**src/core/apm_pkg.sv**
```systemverilog
// Notes on behaviour
// - After reset the block is in normal mode with continuous acquisition.
// - The block is a register slave only; the host initiates every access.
// - Writing 1 to the deep-sleep bit at 0x11 enters suspend.
// - Suspend turns off analog, oscillator and acquisition.
// - In suspend only reads, the deep-sleep bit and soft reset act.
// - Suspend keeps the output data registers frozen at their last values.
// - Writing 1 to the reduced-power bit enters low-power mode.
// - Low-power alternates a full wake phase with an analog-off sleep phase.
// - The equidistant-select bit picks event-driven (0) or fixed-interval (1) wake.
// - The event-driven wake phase lasts for the samples the engines need.
// - A detected interrupt holds wake per its non-latched, temporary or latched mode.
// - Without interrupts, sleep follows the samples once host access ends.
// - The fixed-interval sampling period is the sleep time plus settling.
// - In fixed-interval mode the first sample after sleep goes to the FIFO.
// - A 4-bit code sets the sleep length from 0.5 ms to 1000 ms.
// - A latched interrupt clears only on writing 1 to the clear bit at 0x21 or on soft reset.
package apm_pkg;

   // ---------------------------------------------------------------
   // Clock and timing
   // ---------------------------------------------------------------
   localparam int CLK_MHZ = 250;
   localparam int TICK_US = 250;
   localparam int TICK_CYC_DEF = CLK_MHZ * TICK_US;
   localparam int CNT_W = 16;
   localparam logic [CNT_W-1:0] CNT_ONE = 16'h0001;

   // ---------------------------------------------------------------
   // Register map
   // ---------------------------------------------------------------
   localparam logic [7:0] ADDR_DATA0 = 8'h02;
   localparam logic [7:0] ADDR_DATA_LAST = 8'h07;
   localparam logic [7:0] ADDR_PWR = 8'h11;
   localparam logic [7:0] ADDR_SRST = 8'h14;
   localparam logic [7:0] ADDR_IRQ = 8'h21;
   localparam logic [7:0] PWR_RESET = 8'h00;
   localparam logic [7:0] PWR_MASK = 8'hfe;
   localparam logic [7:0] SRST_KEY = 8'hb6;

   // Fields of power_mode_ctrl and irq_config_two.
   localparam int B_SUSP = 7;
   localparam int B_LOWP = 6;
   localparam int B_EQUI = 5;
   localparam int DUR_LSB = 1;
   localparam int DOZE_W = 4;
   localparam int B_IRQ_CLR = 7;
   localparam int LATCH_W = 4;
   localparam logic [LATCH_W-1:0] LATCH_NONE_A = 4'h0;
   localparam logic [LATCH_W-1:0] LATCH_NONE_B = 4'h8;
   localparam logic [LATCH_W-1:0] LATCH_HOLD_A = 4'h7;
   localparam logic [LATCH_W-1:0] LATCH_HOLD_B = 4'hf;

   // Acceleration data layout.
   localparam int AXIS_W = 12;
   localparam int LSB_W = 4;
   localparam int SMP_W = 4;

   // Sleep lengths and temporary hold times in 250 us ticks.
   localparam logic [CNT_W-1:0] DOZE_TICKS [0:15] = '{
      16'h0002, 16'h0002, 16'h0002, 16'h0002, 16'h0002, 16'h0002,
      16'h0004, 16'h0008, 16'h0010, 16'h0018, 16'h0028, 16'h0064,
      16'h00c8, 16'h0190, 16'h07d0, 16'h0fa0};
   localparam logic [CNT_W-1:0] HOLD_TICKS [0:15] = '{
      16'h0000, 16'h03e8, 16'h07d0, 16'h0fa0, 16'h1f40, 16'h3e80,
      16'h7d00, 16'h0000, 16'h0000, 16'h0001, 16'h0002, 16'h0004,
      16'h0032, 16'h0064, 16'h00c8, 16'h0000};

   typedef enum logic [1:0] {
      ST_NORMAL = 2'b00,
      ST_SUSPEND = 2'b01,
      ST_WAKE = 2'b10,
      ST_SLEEP = 2'b11
   } apm_state_e;

endpackage

```
**src/core/apm_doze_timer.sv**
```systemverilog
`timescale 1ns/1ns
`default_nettype none
module apm_doze_timer
   import apm_pkg::*;
(
   // Clock and reset
   input wire logic clk_sys,
   input wire logic rst,
   // Control
   input wire logic tick,
   input wire logic start,
   input wire logic [DOZE_W-1:0] code,
   // Status
   output logic done
);

   typedef struct packed {
      logic busy;
      logic [CNT_W-1:0] cnt;
      logic done;
   } apm_doze_s;

   apm_doze_s q;
   apm_doze_s d;

   // The first tick may come early, so a sleep can be up to one tick
   // short; this keeps a single shared divider for all timing.
   always_comb begin
      d = q;
      d.done = 1'b0;
      if (start) begin
         d.busy = 1'b1;
         d.cnt = DOZE_TICKS[code];
      end else if (q.busy && tick) begin
         if (q.cnt <= CNT_ONE) begin
            d.busy = 1'b0;
            d.done = 1'b1;
         end else begin
            d.cnt = q.cnt - CNT_ONE;
         end
      end
   end

   always_ff @(posedge clk_sys) begin
      if (rst) begin
         q <= '0;
      end else begin
         q <= d;
      end
   end

   assign done = q.done;

endmodule
`default_nettype wire

```
**src/core/apm_power_ctrl.sv**
```systemverilog
`timescale 1ns/1ns
`default_nettype none
module apm_power_ctrl
   import apm_pkg::*;
#(
   parameter int TICK_CYC = TICK_CYC_DEF
)
(
   // Clock and reset
   input wire logic clk_sys,
   input wire logic rst,
   // Register port from the serial front end
   input wire logic reg_wr_en,
   input wire logic reg_rd_en,
   input wire logic [7:0] reg_addr,
   input wire logic [7:0] reg_wdata,
   output logic [7:0] reg_rdata,
   input wire logic host_busy,
   // Sensor and interrupt engines
   input wire logic sample_strobe,
   input wire logic [SMP_W-1:0] samples_needed,
   input wire logic irq_cond,
   input wire logic [AXIS_W-1:0] acc_x,
   input wire logic [AXIS_W-1:0] acc_y,
   input wire logic [AXIS_W-1:0] acc_z,
   // Power and data control
   output logic analog_en,
   output logic osc_en,
   output logic acq_en,
   output logic fifo_push,
   output logic irq_latched,
   output logic [1:0] power_state
);

   // ---------------------------------------------------------------
   // State
   // ---------------------------------------------------------------
   typedef struct packed {
      apm_state_e st;
      logic [7:0] pwr;
      logic [LATCH_W-1:0] latch_mode;
      logic irq_hold;
      logic [CNT_W-1:0] hold_cnt;
      logic [CNT_W-1:0] tick_cnt;
      logic [SMP_W-1:0] smp_cnt;
      logic fixed_arm;
      logic fifo_push;
      logic [3*AXIS_W-1:0] acc;
      logic [7:0] rdata;
      logic analog_en;
      logic osc_en;
      logic acq_en;
   } apm_core_s;

   localparam apm_core_s RST_Q = '{
      st: ST_NORMAL,
      pwr: PWR_RESET,
      analog_en: 1'b1,
      osc_en: 1'b1,
      acq_en: 1'b1,
      default: '0
   };
   localparam logic [CNT_W-1:0] TICK_LAST = CNT_W'(TICK_CYC - 1);

   apm_core_s q;
   apm_core_s d;
   logic tick;
   logic doze_start;
   logic doze_done;
   logic hold_clr;
   logic latched;
   logic nonlat;
   logic stay;
   logic active;

   // ---------------------------------------------------------------
   // Helpers
   // ---------------------------------------------------------------
   function automatic logic wr_at(input logic en, input logic [7:0] a,
                                  input logic [7:0] target);
      wr_at = en && (a == target);
   endfunction

   function automatic logic [7:0] rd_mux(input logic [7:0] a,
                                         input apm_core_s s);
      logic [7:0] off;
      logic [AXIS_W-1:0] axis;
      off = a - ADDR_DATA0;
      axis = s.acc[off[2:1]*AXIS_W +: AXIS_W];
      rd_mux = 8'h00;
      if ((a >= ADDR_DATA0) && (a <= ADDR_DATA_LAST)) begin
         if (off[0]) begin
            rd_mux = axis[AXIS_W-1:LSB_W];
         end else begin
            rd_mux = {axis[LSB_W-1:0], {LSB_W{1'b0}}};
         end
      end else if (a == ADDR_PWR) begin
         rd_mux = s.pwr;
      end else if (a == ADDR_IRQ) begin
         rd_mux = {{(8-LATCH_W){1'b0}}, s.latch_mode};
      end
   endfunction

   // ---------------------------------------------------------------
   // Sleep timer
   // ---------------------------------------------------------------
   apm_doze_timer u_doze (
      .clk_sys(clk_sys),
      .rst(rst),
      .tick(tick),
      .start(doze_start),
      .code(q.pwr[DUR_LSB +: DOZE_W]),
      .done(doze_done)
   );

   // ---------------------------------------------------------------
   // Next state
   // ---------------------------------------------------------------
   always_comb begin
      d = q;
      d.fifo_push = 1'b0;
      doze_start = 1'b0;
      active = (q.st == ST_NORMAL) || (q.st == ST_WAKE);
      // The divider stops with the oscillator in suspend.
      tick = (q.st != ST_SUSPEND) && (q.tick_cnt == TICK_LAST);
      if (q.st == ST_SUSPEND || tick) begin
         d.tick_cnt = '0;
      end else begin
         d.tick_cnt = q.tick_cnt + CNT_ONE;
      end

      // Register reads and writes; the host always starts them.
      if (reg_rd_en) begin
         d.rdata = rd_mux(reg_addr, q);
      end
      if (wr_at(reg_wr_en, reg_addr, ADDR_PWR)) begin
         if (q.st == ST_SUSPEND) begin
            d.pwr[B_SUSP] = reg_wdata[B_SUSP];
         end else begin
            d.pwr = reg_wdata & PWR_MASK;
         end
      end
      if (wr_at(reg_wr_en, reg_addr, ADDR_IRQ) && q.st != ST_SUSPEND) begin
         d.latch_mode = reg_wdata[LATCH_W-1:0];
      end

      // Interrupt hold: a new event in the clearing cycle wins.
      hold_clr = wr_at(reg_wr_en, reg_addr, ADDR_IRQ) &&
                 reg_wdata[B_IRQ_CLR] && (q.st != ST_SUSPEND);
      latched = (q.latch_mode == LATCH_HOLD_A) ||
                (q.latch_mode == LATCH_HOLD_B);
      nonlat = (q.latch_mode == LATCH_NONE_A) ||
               (q.latch_mode == LATCH_NONE_B);
      if (hold_clr) begin
         d.irq_hold = 1'b0;
      end
      if (q.irq_hold && !latched && tick) begin
         if (q.hold_cnt <= CNT_ONE) begin
            d.irq_hold = 1'b0;
         end else begin
            d.hold_cnt = q.hold_cnt - CNT_ONE;
         end
      end
      if (irq_cond && active && !nonlat) begin
         d.irq_hold = 1'b1;
         if (!q.irq_hold) begin
            d.hold_cnt = HOLD_TICKS[q.latch_mode];
         end
      end
      stay = (irq_cond && active) || q.irq_hold;

      // Samples taken in the current wake phase.
      if (q.st == ST_WAKE && sample_strobe && q.smp_cnt != '1) begin
         d.smp_cnt = q.smp_cnt + 4'h1;
      end
      // A stale arm left from an earlier fixed-interval run must not push.
      if (q.st == ST_WAKE && q.fixed_arm && q.pwr[B_EQUI] &&
          sample_strobe) begin
         d.fifo_push = 1'b1;
         d.fixed_arm = 1'b0;
      end

      // Power mode sequence; suspend outranks low-power.
      case (q.st)
         ST_NORMAL: begin
            if (q.pwr[B_SUSP]) begin
               d.st = ST_SUSPEND;
            end else if (q.pwr[B_LOWP]) begin
               d.st = ST_WAKE;
               d.smp_cnt = '0;
               d.fixed_arm = 1'b0;
            end
         end
         ST_SUSPEND: begin
            if (!q.pwr[B_SUSP]) begin
               d.st = q.pwr[B_LOWP] ? ST_WAKE : ST_NORMAL;
               d.fixed_arm = 1'b0;
               d.smp_cnt = '0;
            end
         end
         ST_WAKE: begin
            if (q.pwr[B_SUSP]) begin
               d.st = ST_SUSPEND;
            end else if (!q.pwr[B_LOWP]) begin
               d.st = ST_NORMAL;
            end else if (q.smp_cnt >= samples_needed && !stay &&
                         !host_busy) begin
               d.st = ST_SLEEP;
               doze_start = 1'b1;
            end
         end
         ST_SLEEP: begin
            if (q.pwr[B_SUSP]) begin
               d.st = ST_SUSPEND;
            end else if (!q.pwr[B_LOWP]) begin
               d.st = ST_NORMAL;
            end else if (doze_done) begin
               d.st = ST_WAKE;
               d.smp_cnt = '0;
               d.fixed_arm = q.pwr[B_EQUI];
            end
         end
         default: begin
            d.st = ST_NORMAL;
         end
      endcase

      // Output data only follows samples while acquiring.
      if (active && sample_strobe) begin
         d.acc = {acc_z, acc_y, acc_x};
      end

      if (wr_at(reg_wr_en, reg_addr, ADDR_SRST) && reg_wdata == SRST_KEY) begin
         d = RST_Q;
         doze_start = 1'b0;
      end

      d.analog_en = (d.st == ST_NORMAL) || (d.st == ST_WAKE);
      d.acq_en = d.analog_en;
      d.osc_en = (d.st != ST_SUSPEND);
   end

   always_ff @(posedge clk_sys) begin
      if (rst) begin
         q <= RST_Q;
      end else begin
         q <= d;
      end
   end

   // ---------------------------------------------------------------
   // Outputs
   // ---------------------------------------------------------------
   assign reg_rdata = q.rdata;
   assign analog_en = q.analog_en;
   assign osc_en = q.osc_en;
   assign acq_en = q.acq_en;
   assign fifo_push = q.fifo_push;
   assign irq_latched = q.irq_hold;
   assign power_state = q.st;
endmodule
`default_nettype wire

```
**config.mk**
```make
export PLATFORM = sky130hd
export DESIGN_NAME = apm_power_ctrl
export DESIGN_NICKNAME = d
export VERILOG_FILES = /design/src/core/apm_pkg.sv /design/src/core/apm_doze_timer.sv /design/src/core/apm_power_ctrl.sv
export SDC_FILE = /design/constraint.sdc
export NUM_CORES = 1
export LEC_CHECK = 0
export ABC_CLOCK_PERIOD_IN_PS = 2800
export BUFFER_PORTS_ARGS = -buffer_cell sky130_fd_sc_hd__clkbuf_2
export CORE_MARGIN = 10
export CORE_UTILIZATION = 55
export CTS_BUF_LIST = sky130_fd_sc_hd__clkbuf_16
export DETAILED_ROUTE_END_ITERATION = 16
export GPL_TIMING_DRIVEN = 0
export PLACE_DENSITY = 0.77
export SYNTH_ARGS = -nofsm -noshare
export SYNTH_HDL_FRONTEND = slang
export SYNTH_SLANG_ARGS = --single-unit
```
**constraint.sdc**
```tcl
create_clock -name clk_sys -period 2.8 [get_ports clk_sys]
set_input_delay 0.56 -clock clk_sys [delete_from_list [all_inputs] [get_ports clk_sys]]
set_output_delay 0.56 -clock clk_sys [all_outputs]
set_load 0.03 [all_outputs]
```
======== Word-level counts from Yosys, hierarchy flattened ========
Memories as Yosys holds them, arrays and structs flattened.
Cells that the tools add are included.
word-level totals
  word-level logic and storage cells ...... 147
  memories ................................ 2
  memory bits (read-only) ................. 512
  register bits after elaboration ......... 116
  input port bits ......................... 63
memories
  memory           depth  width  rd ports  clocked after Yosys merged registers in  wr ports  RTL line               RTL
  (no name shown)  16     16     1         0                                        0         apm_doze_timer.sv:33   d.cnt = DOZE_TICKS[code];
  (no name shown)  16     16     1         0                                        0         apm_power_ctrl.sv:167  d.hold_cnt = HOLD_TICKS[q.latch_mode];
cells by class
  reduce and logical (&&, ||, !) cells .... 43
  multiply operators ...................... 1
  bitwise logic cells ..................... 4
  order comparisons ....................... 7
  multiplexer cells ....................... 51
  add/sub/neg operators ................... 5
  eq/ne operators ......................... 16
  shifts and indexed selects .............. 1
operators by type and width
  cell                   number
  $mux 16                8
  $mux 100               1
  $mux 17                3
  $mux 8                 5
  $mux 36                1
  $shiftx 36x7->12       1
  $le 16x1->1 const B    2
  $sub 16x1->16 const B  2
  $mux 5                 6
  $logic_and 1x1->1      22
  $mux 2                 11
  $mux 18                1
  $add 16x1->16 const B  1
  $eq 16x16->1 const B   1
  $eq 8x5->1 const B     2
  $pmux 5 s3             1
  $mux 4                 3
  $ge 5x5->1 const B     2
  $not 4->5              2
  $mux 1                 9
  $eq 4x4->1 const B     2
  $eq 8x6->1 const B     1
  $eq 8x8->1 const B     1
  $ge 8x2->1 const B     1
  22 further kinds       39

======== Longest topological paths before layout ========
  depth after elaboration ................. 14
  mapped depth ............................ 9
  depth with buffers taken out ............ 8

======== Hierarchy ========
A second synthesis with hierarchy kept.
second synthesis, totals
  cell total of the unflattened synthesis .. 732
  area, all modules ....................... 6119.6 um^2
by module, submodules not included
  module          cells an instance  instances  area an instance (um^2)
  apm_power_ctrl  581                1          4893.4
  apm_doze_timer  151                1          1226.2

======== Worst setup path before layout ========
OpenSTA, ideal clock, no wires.
  path type ............................... register to register
  start ................................... register q[53] in the netlist's numbering
  end ..................................... register q[76] in the netlist's numbering
  data required time ...................... 2705 ps
  setup slack ............................. 355 ps
  stages on the path, launching flop included .. 9
  clock period less this slack ............ 2445 ps
  setup time .............................. 95 ps
  arrival time ............................ 2350 ps
  buffers on the path ..................... 1
  path through ............................ dfxtp_1 > ha_1 > clkbuf_1 > nor4bb_1 > nand4_1 > a2111oi_2 > nand3b_1 > xor2_1 > a221oi_1
between the ends
  longest elaborated chain between the ends .. 6
ends and longest elaborated chain
  what                    RTL line               RTL
  start, declared         apm_power_ctrl.sv:65   apm_core_s q;
  start signal, assigned  apm_power_ctrl.sv:245  q <= RST_Q;
  start signal, assigned  apm_power_ctrl.sv:247  q <= d;
  $eq 16x16->1 *          apm_power_ctrl.sv:125  tick = (q.st != ST_SUSPEND) && (q.tick_cnt == TICK_LAST);
  $logic_and 1x1->1 *     apm_power_ctrl.sv:125
  $logic_and 1x1->1 *     apm_power_ctrl.sv:157  if (q.irq_hold && !latched && tick) begin
  $mux 17 *               apm_power_ctrl.sv:157
  $mux 16                 apm_power_ctrl.sv:166  if (!q.irq_hold) begin
  $mux 17 *               apm_power_ctrl.sv:164  if (irq_cond && active && !nonlat) begin
Mark *: on every way between the ends. The rest lies on a longest branch, timed or not.
A chain may end at the register's enable or synchronous reset.

======== Final worst setup path ========
Same ends and word-level chain as after synthesis.

==> impl_results.md <==
- Critical R2R Launch: q[53]
- GRT Total Usage: 0.219
- Layout cells sized above 1: 0.192
- HP Start: acc_x[3]
- Die W: 124 um
- Core area: 10400 um^2
- FMAX: 367 MHz
- Clock transition at path regs: 0.06 ns
- Worst slew pin tran: 0.737 ns
- P&R area growth vs syn: 20.4%
- Largest net degree at the start of global routing: 17
- Cell Area, Synth: 5900 um^2
- Vias per inst: 5.79
- First-pass GRT wire length: 26900 um
- Root Driver: clkbuf_16
- Final core occ: 0.685
- Worst Skew: 0.00730 ns
- Maximum fanout along the worst path: 8
- Maximum vdd drop: 0.525 mV
- Seq/Total Area, Yosys: 0.394
- TritonCTS clock tree: done
- Path type of the worst setup path: reg -> reg
- Ys flop type: dfxtp_1
- FF+latch count, synth: 116
- Worst hold path class: in -> reg
- Tmin final: 2.72 ns
- # fillers: 863
- Critical path origin: q[53]
- Synth warnings: 0
- Hold Buf Count CTS: 0
- Via count: 5582
- Worst Setup End Kind: flop
- Dominant cells by area after synthesis: dfxtp_1 (39%), nand2_1 (6.8%), a21oi_1 (5.3%)
- Async S/R FF share, synth: 0
- Post-DP HPWL: 11900 um
- Number of DRC markers in iteration 0: 456
- Sink Count: 116
- Total CTS buffers: 17
- DR WL/cell: 17.2 um
- WHS: 0.368 ns
- ANT cells: 0
- Worst Setup Start Kind: flop
- Vias in the first global route: 5643
- Final net count: 895
- LEAKAGE: 2.82 nW
- DRC errors left: 0
- GP Congestion: 0.946
- WP data arrival: 3.02 ns
- Initial core utilization: 0.569
- Post-synth EDFFs: 0
- Final hold violation count: 0
- Setup violators final: 0
- Die area: 15300 um^2
- WP data required: 3.10 ns
- Max cap viols: 0
- Synth unique cells: 56
- Share of the synthesized area in the top cell type: 0.394
- DRT antenna net count: 0
- Worst-Skew Late Latency: 0.41 ns
- Fin crit share: 0.972
- Initial antenna violation count: 0
- Power Dens Cells: 583 nW/um^2
- DR pass1 iterations: 5
- Yosys top cell by area: dfxtp_1
- Cell count after synthesis: 717
- Slew Viols, Final: 0
- Mapped Nets: 797
- I/O Buffers: 76
- Syn_area_per_cell: 8.23 um^2
- H-tree Lvls: 4
- Grt ovf: 0
- Slew Limit Headroom: 0.507
- I/O pins: 78
- Run status: finished clean
- Num rows: 37
- Final wirelength: 16600 um
- Clk buf depth: 2
- Die Y: 124 um
## cells by family after synthesis
kind of cell,count (synthesis),share of synthesized area
AOI/OAI and AO/OA,141,0.152
xor gates and xnor gates,46,0.0683
adders and majority gates,17,0.0361
buffers and inverters,70,0.0524
DFF,116,0.394
muxes,30,0.0543
and+or+nand+nor,297,0.244
## sequential cells by signal (all words and copies together) (netlist names)
| name | flops |
|---|---|
| acq_en | 1 |
| reg_rdata | 8 |
| fifo_push | 1 |
| irq_latched | 1 |
| u_doze.q | 17 |
| osc_en | 1 |
| q | 84 |
| u_doze.done | 1 |
| power_state | 2 |
## placed cells by master (no fill, tap or decap), drive strengths merged, types with 12 or more instances in the layout
cell type | synthesis | final
clkbuf | 38 | 131
dfxtp | 116 | 116
nand2 | 107 | 107
nor2 | 71 | 71
a21oi | 63 | 63
xnor2 | 31 | 31
a211oi | 22 | 22
nor3 | 21 | 21
nand3 | 19 | 19
inv | 18 | 18
ha | 17 | 17
buf | 14 | 17
mux2 | 16 | 16
xor2 | 15 | 15
mux2i | 14 | 14
nor4 | 14 | 14
a22oi | 12 | 12
o21ai | 12 | 12
## routing by layer
| metal | vias up | wire, um | track usage | share of wire |
|---|---|---|---|---|
| met5 | - | 0 | 0 | 0 |
| met4 | 0 | 382 | 0.0924 | 0.023 |
| met3 | 37 | 979 | 0.0561 | 0.059 |
| met2 | 204 | 8440 | 0.389 | 0.51 |
| met1 | 2640 | 6800 | 0.242 | 0.41 |
| li1 | 2701 | - | - | - |
## final timing paths
kind	endpoint	slack, ns	cells past startpoint
setup reg to reg	q[76]	0.08	10
hold reg to reg	q[14]	0.46	2
setup / recovery	q[76]	0.08	10
hold / removal	q[14]	0.37	3
## synth_stat cells, types with 2 or more instances
library cell / number
inv_1: 18
a2111oi_0: 2
xor2_1: 15
nor2_1: 71
nand2_1: 107
buf_4: 12
a21oi_1: 63
nand3_1: 19
o21ai_0: 12
nor4_1: 13
or4_4: 3
o22ai_1: 6
o21bai_1: 2
a221oi_1: 5
xnor2_1: 31
a211oi_1: 21
mux2_2: 16
nand2b_1: 9
mux2i_1: 14
nand4_1: 8
clkbuf_1: 38
nor3_1: 20
or4_1: 2
a22oi_1: 12
nand3b_1: 5
ha_1: 17
and3_1: 9
and2_1: 3
a211o_1: 3
dfxtp_1: 116
nor4bb_1: 2
a31oi_1: 4
nor4b_1: 4
nor2b_1: 8
a22o_1: 2
or2_2: 2
or3_1: 4
## worst max-delay path: stages, from the launching register on
cell and delay [ns]:
dfxtp_1 0.45, ha_1 0.18, clkbuf_2 0.20, nor4bb_2 0.35, nand4_1 0.13, buf_4 0.20, a2111oi_4 0.31, buf_4 0.21
nand3b_1 0.11, xor2_1 0.18, a221oi_1 0.28
## cell type report
cell class              instances  area [um^2]  area share
flip-flops and latches        116         2320       0.327
clock inverters                15          165      0.0233
multi-input cells             531         3300       0.465
inverters                      18         67.6     0.00951
plain buffers                  52          244      0.0344
clock buffers                  17          425      0.0599
repair buffers                 79          403      0.0567
well taps                     136          170      0.0240
## metrics by stage
| stage | setup TNS [ns] | area, um^2 | std cells | setup WS (ns) | power [mW] |
|---|---|---|---|---|---|
| 2_1_floorplan | 0 | 5900 | 717 | 0.355 | 1.89 |
| 3_3_place_gp | -28.38 | 6450 | 929 | -0.441 | 1.99 |
| 3_5_place_dp | -32.96 | 6450 | 929 | -0.525 | 2.00 |
| 4_1_cts | 0 | 7090 | 964 | 0.0809 | 4.15 |
| 5_1_grt | -0.0467 | 7100 | 964 | -0.0409 | 4.27 |
| 6_report | 0 | 7100 | 964 | 0.0781 | 4.14 |
## where the power goes
part	internal, mW	total, mW	switching, mW
clock	1.39	2.17	0.789
sequential	1.69	1.72	0.0282
combinational	0.101	0.250	0.149
total	3.18	4.14	0.966
## what timing repair did
item	CTS	global route
resized for setup	4	4
buffers inserted	3	0
gates cloned	0	0
endpoints found under the setup margin	37	7
pin swaps	2	0
(Power assumes the default switching activity.)
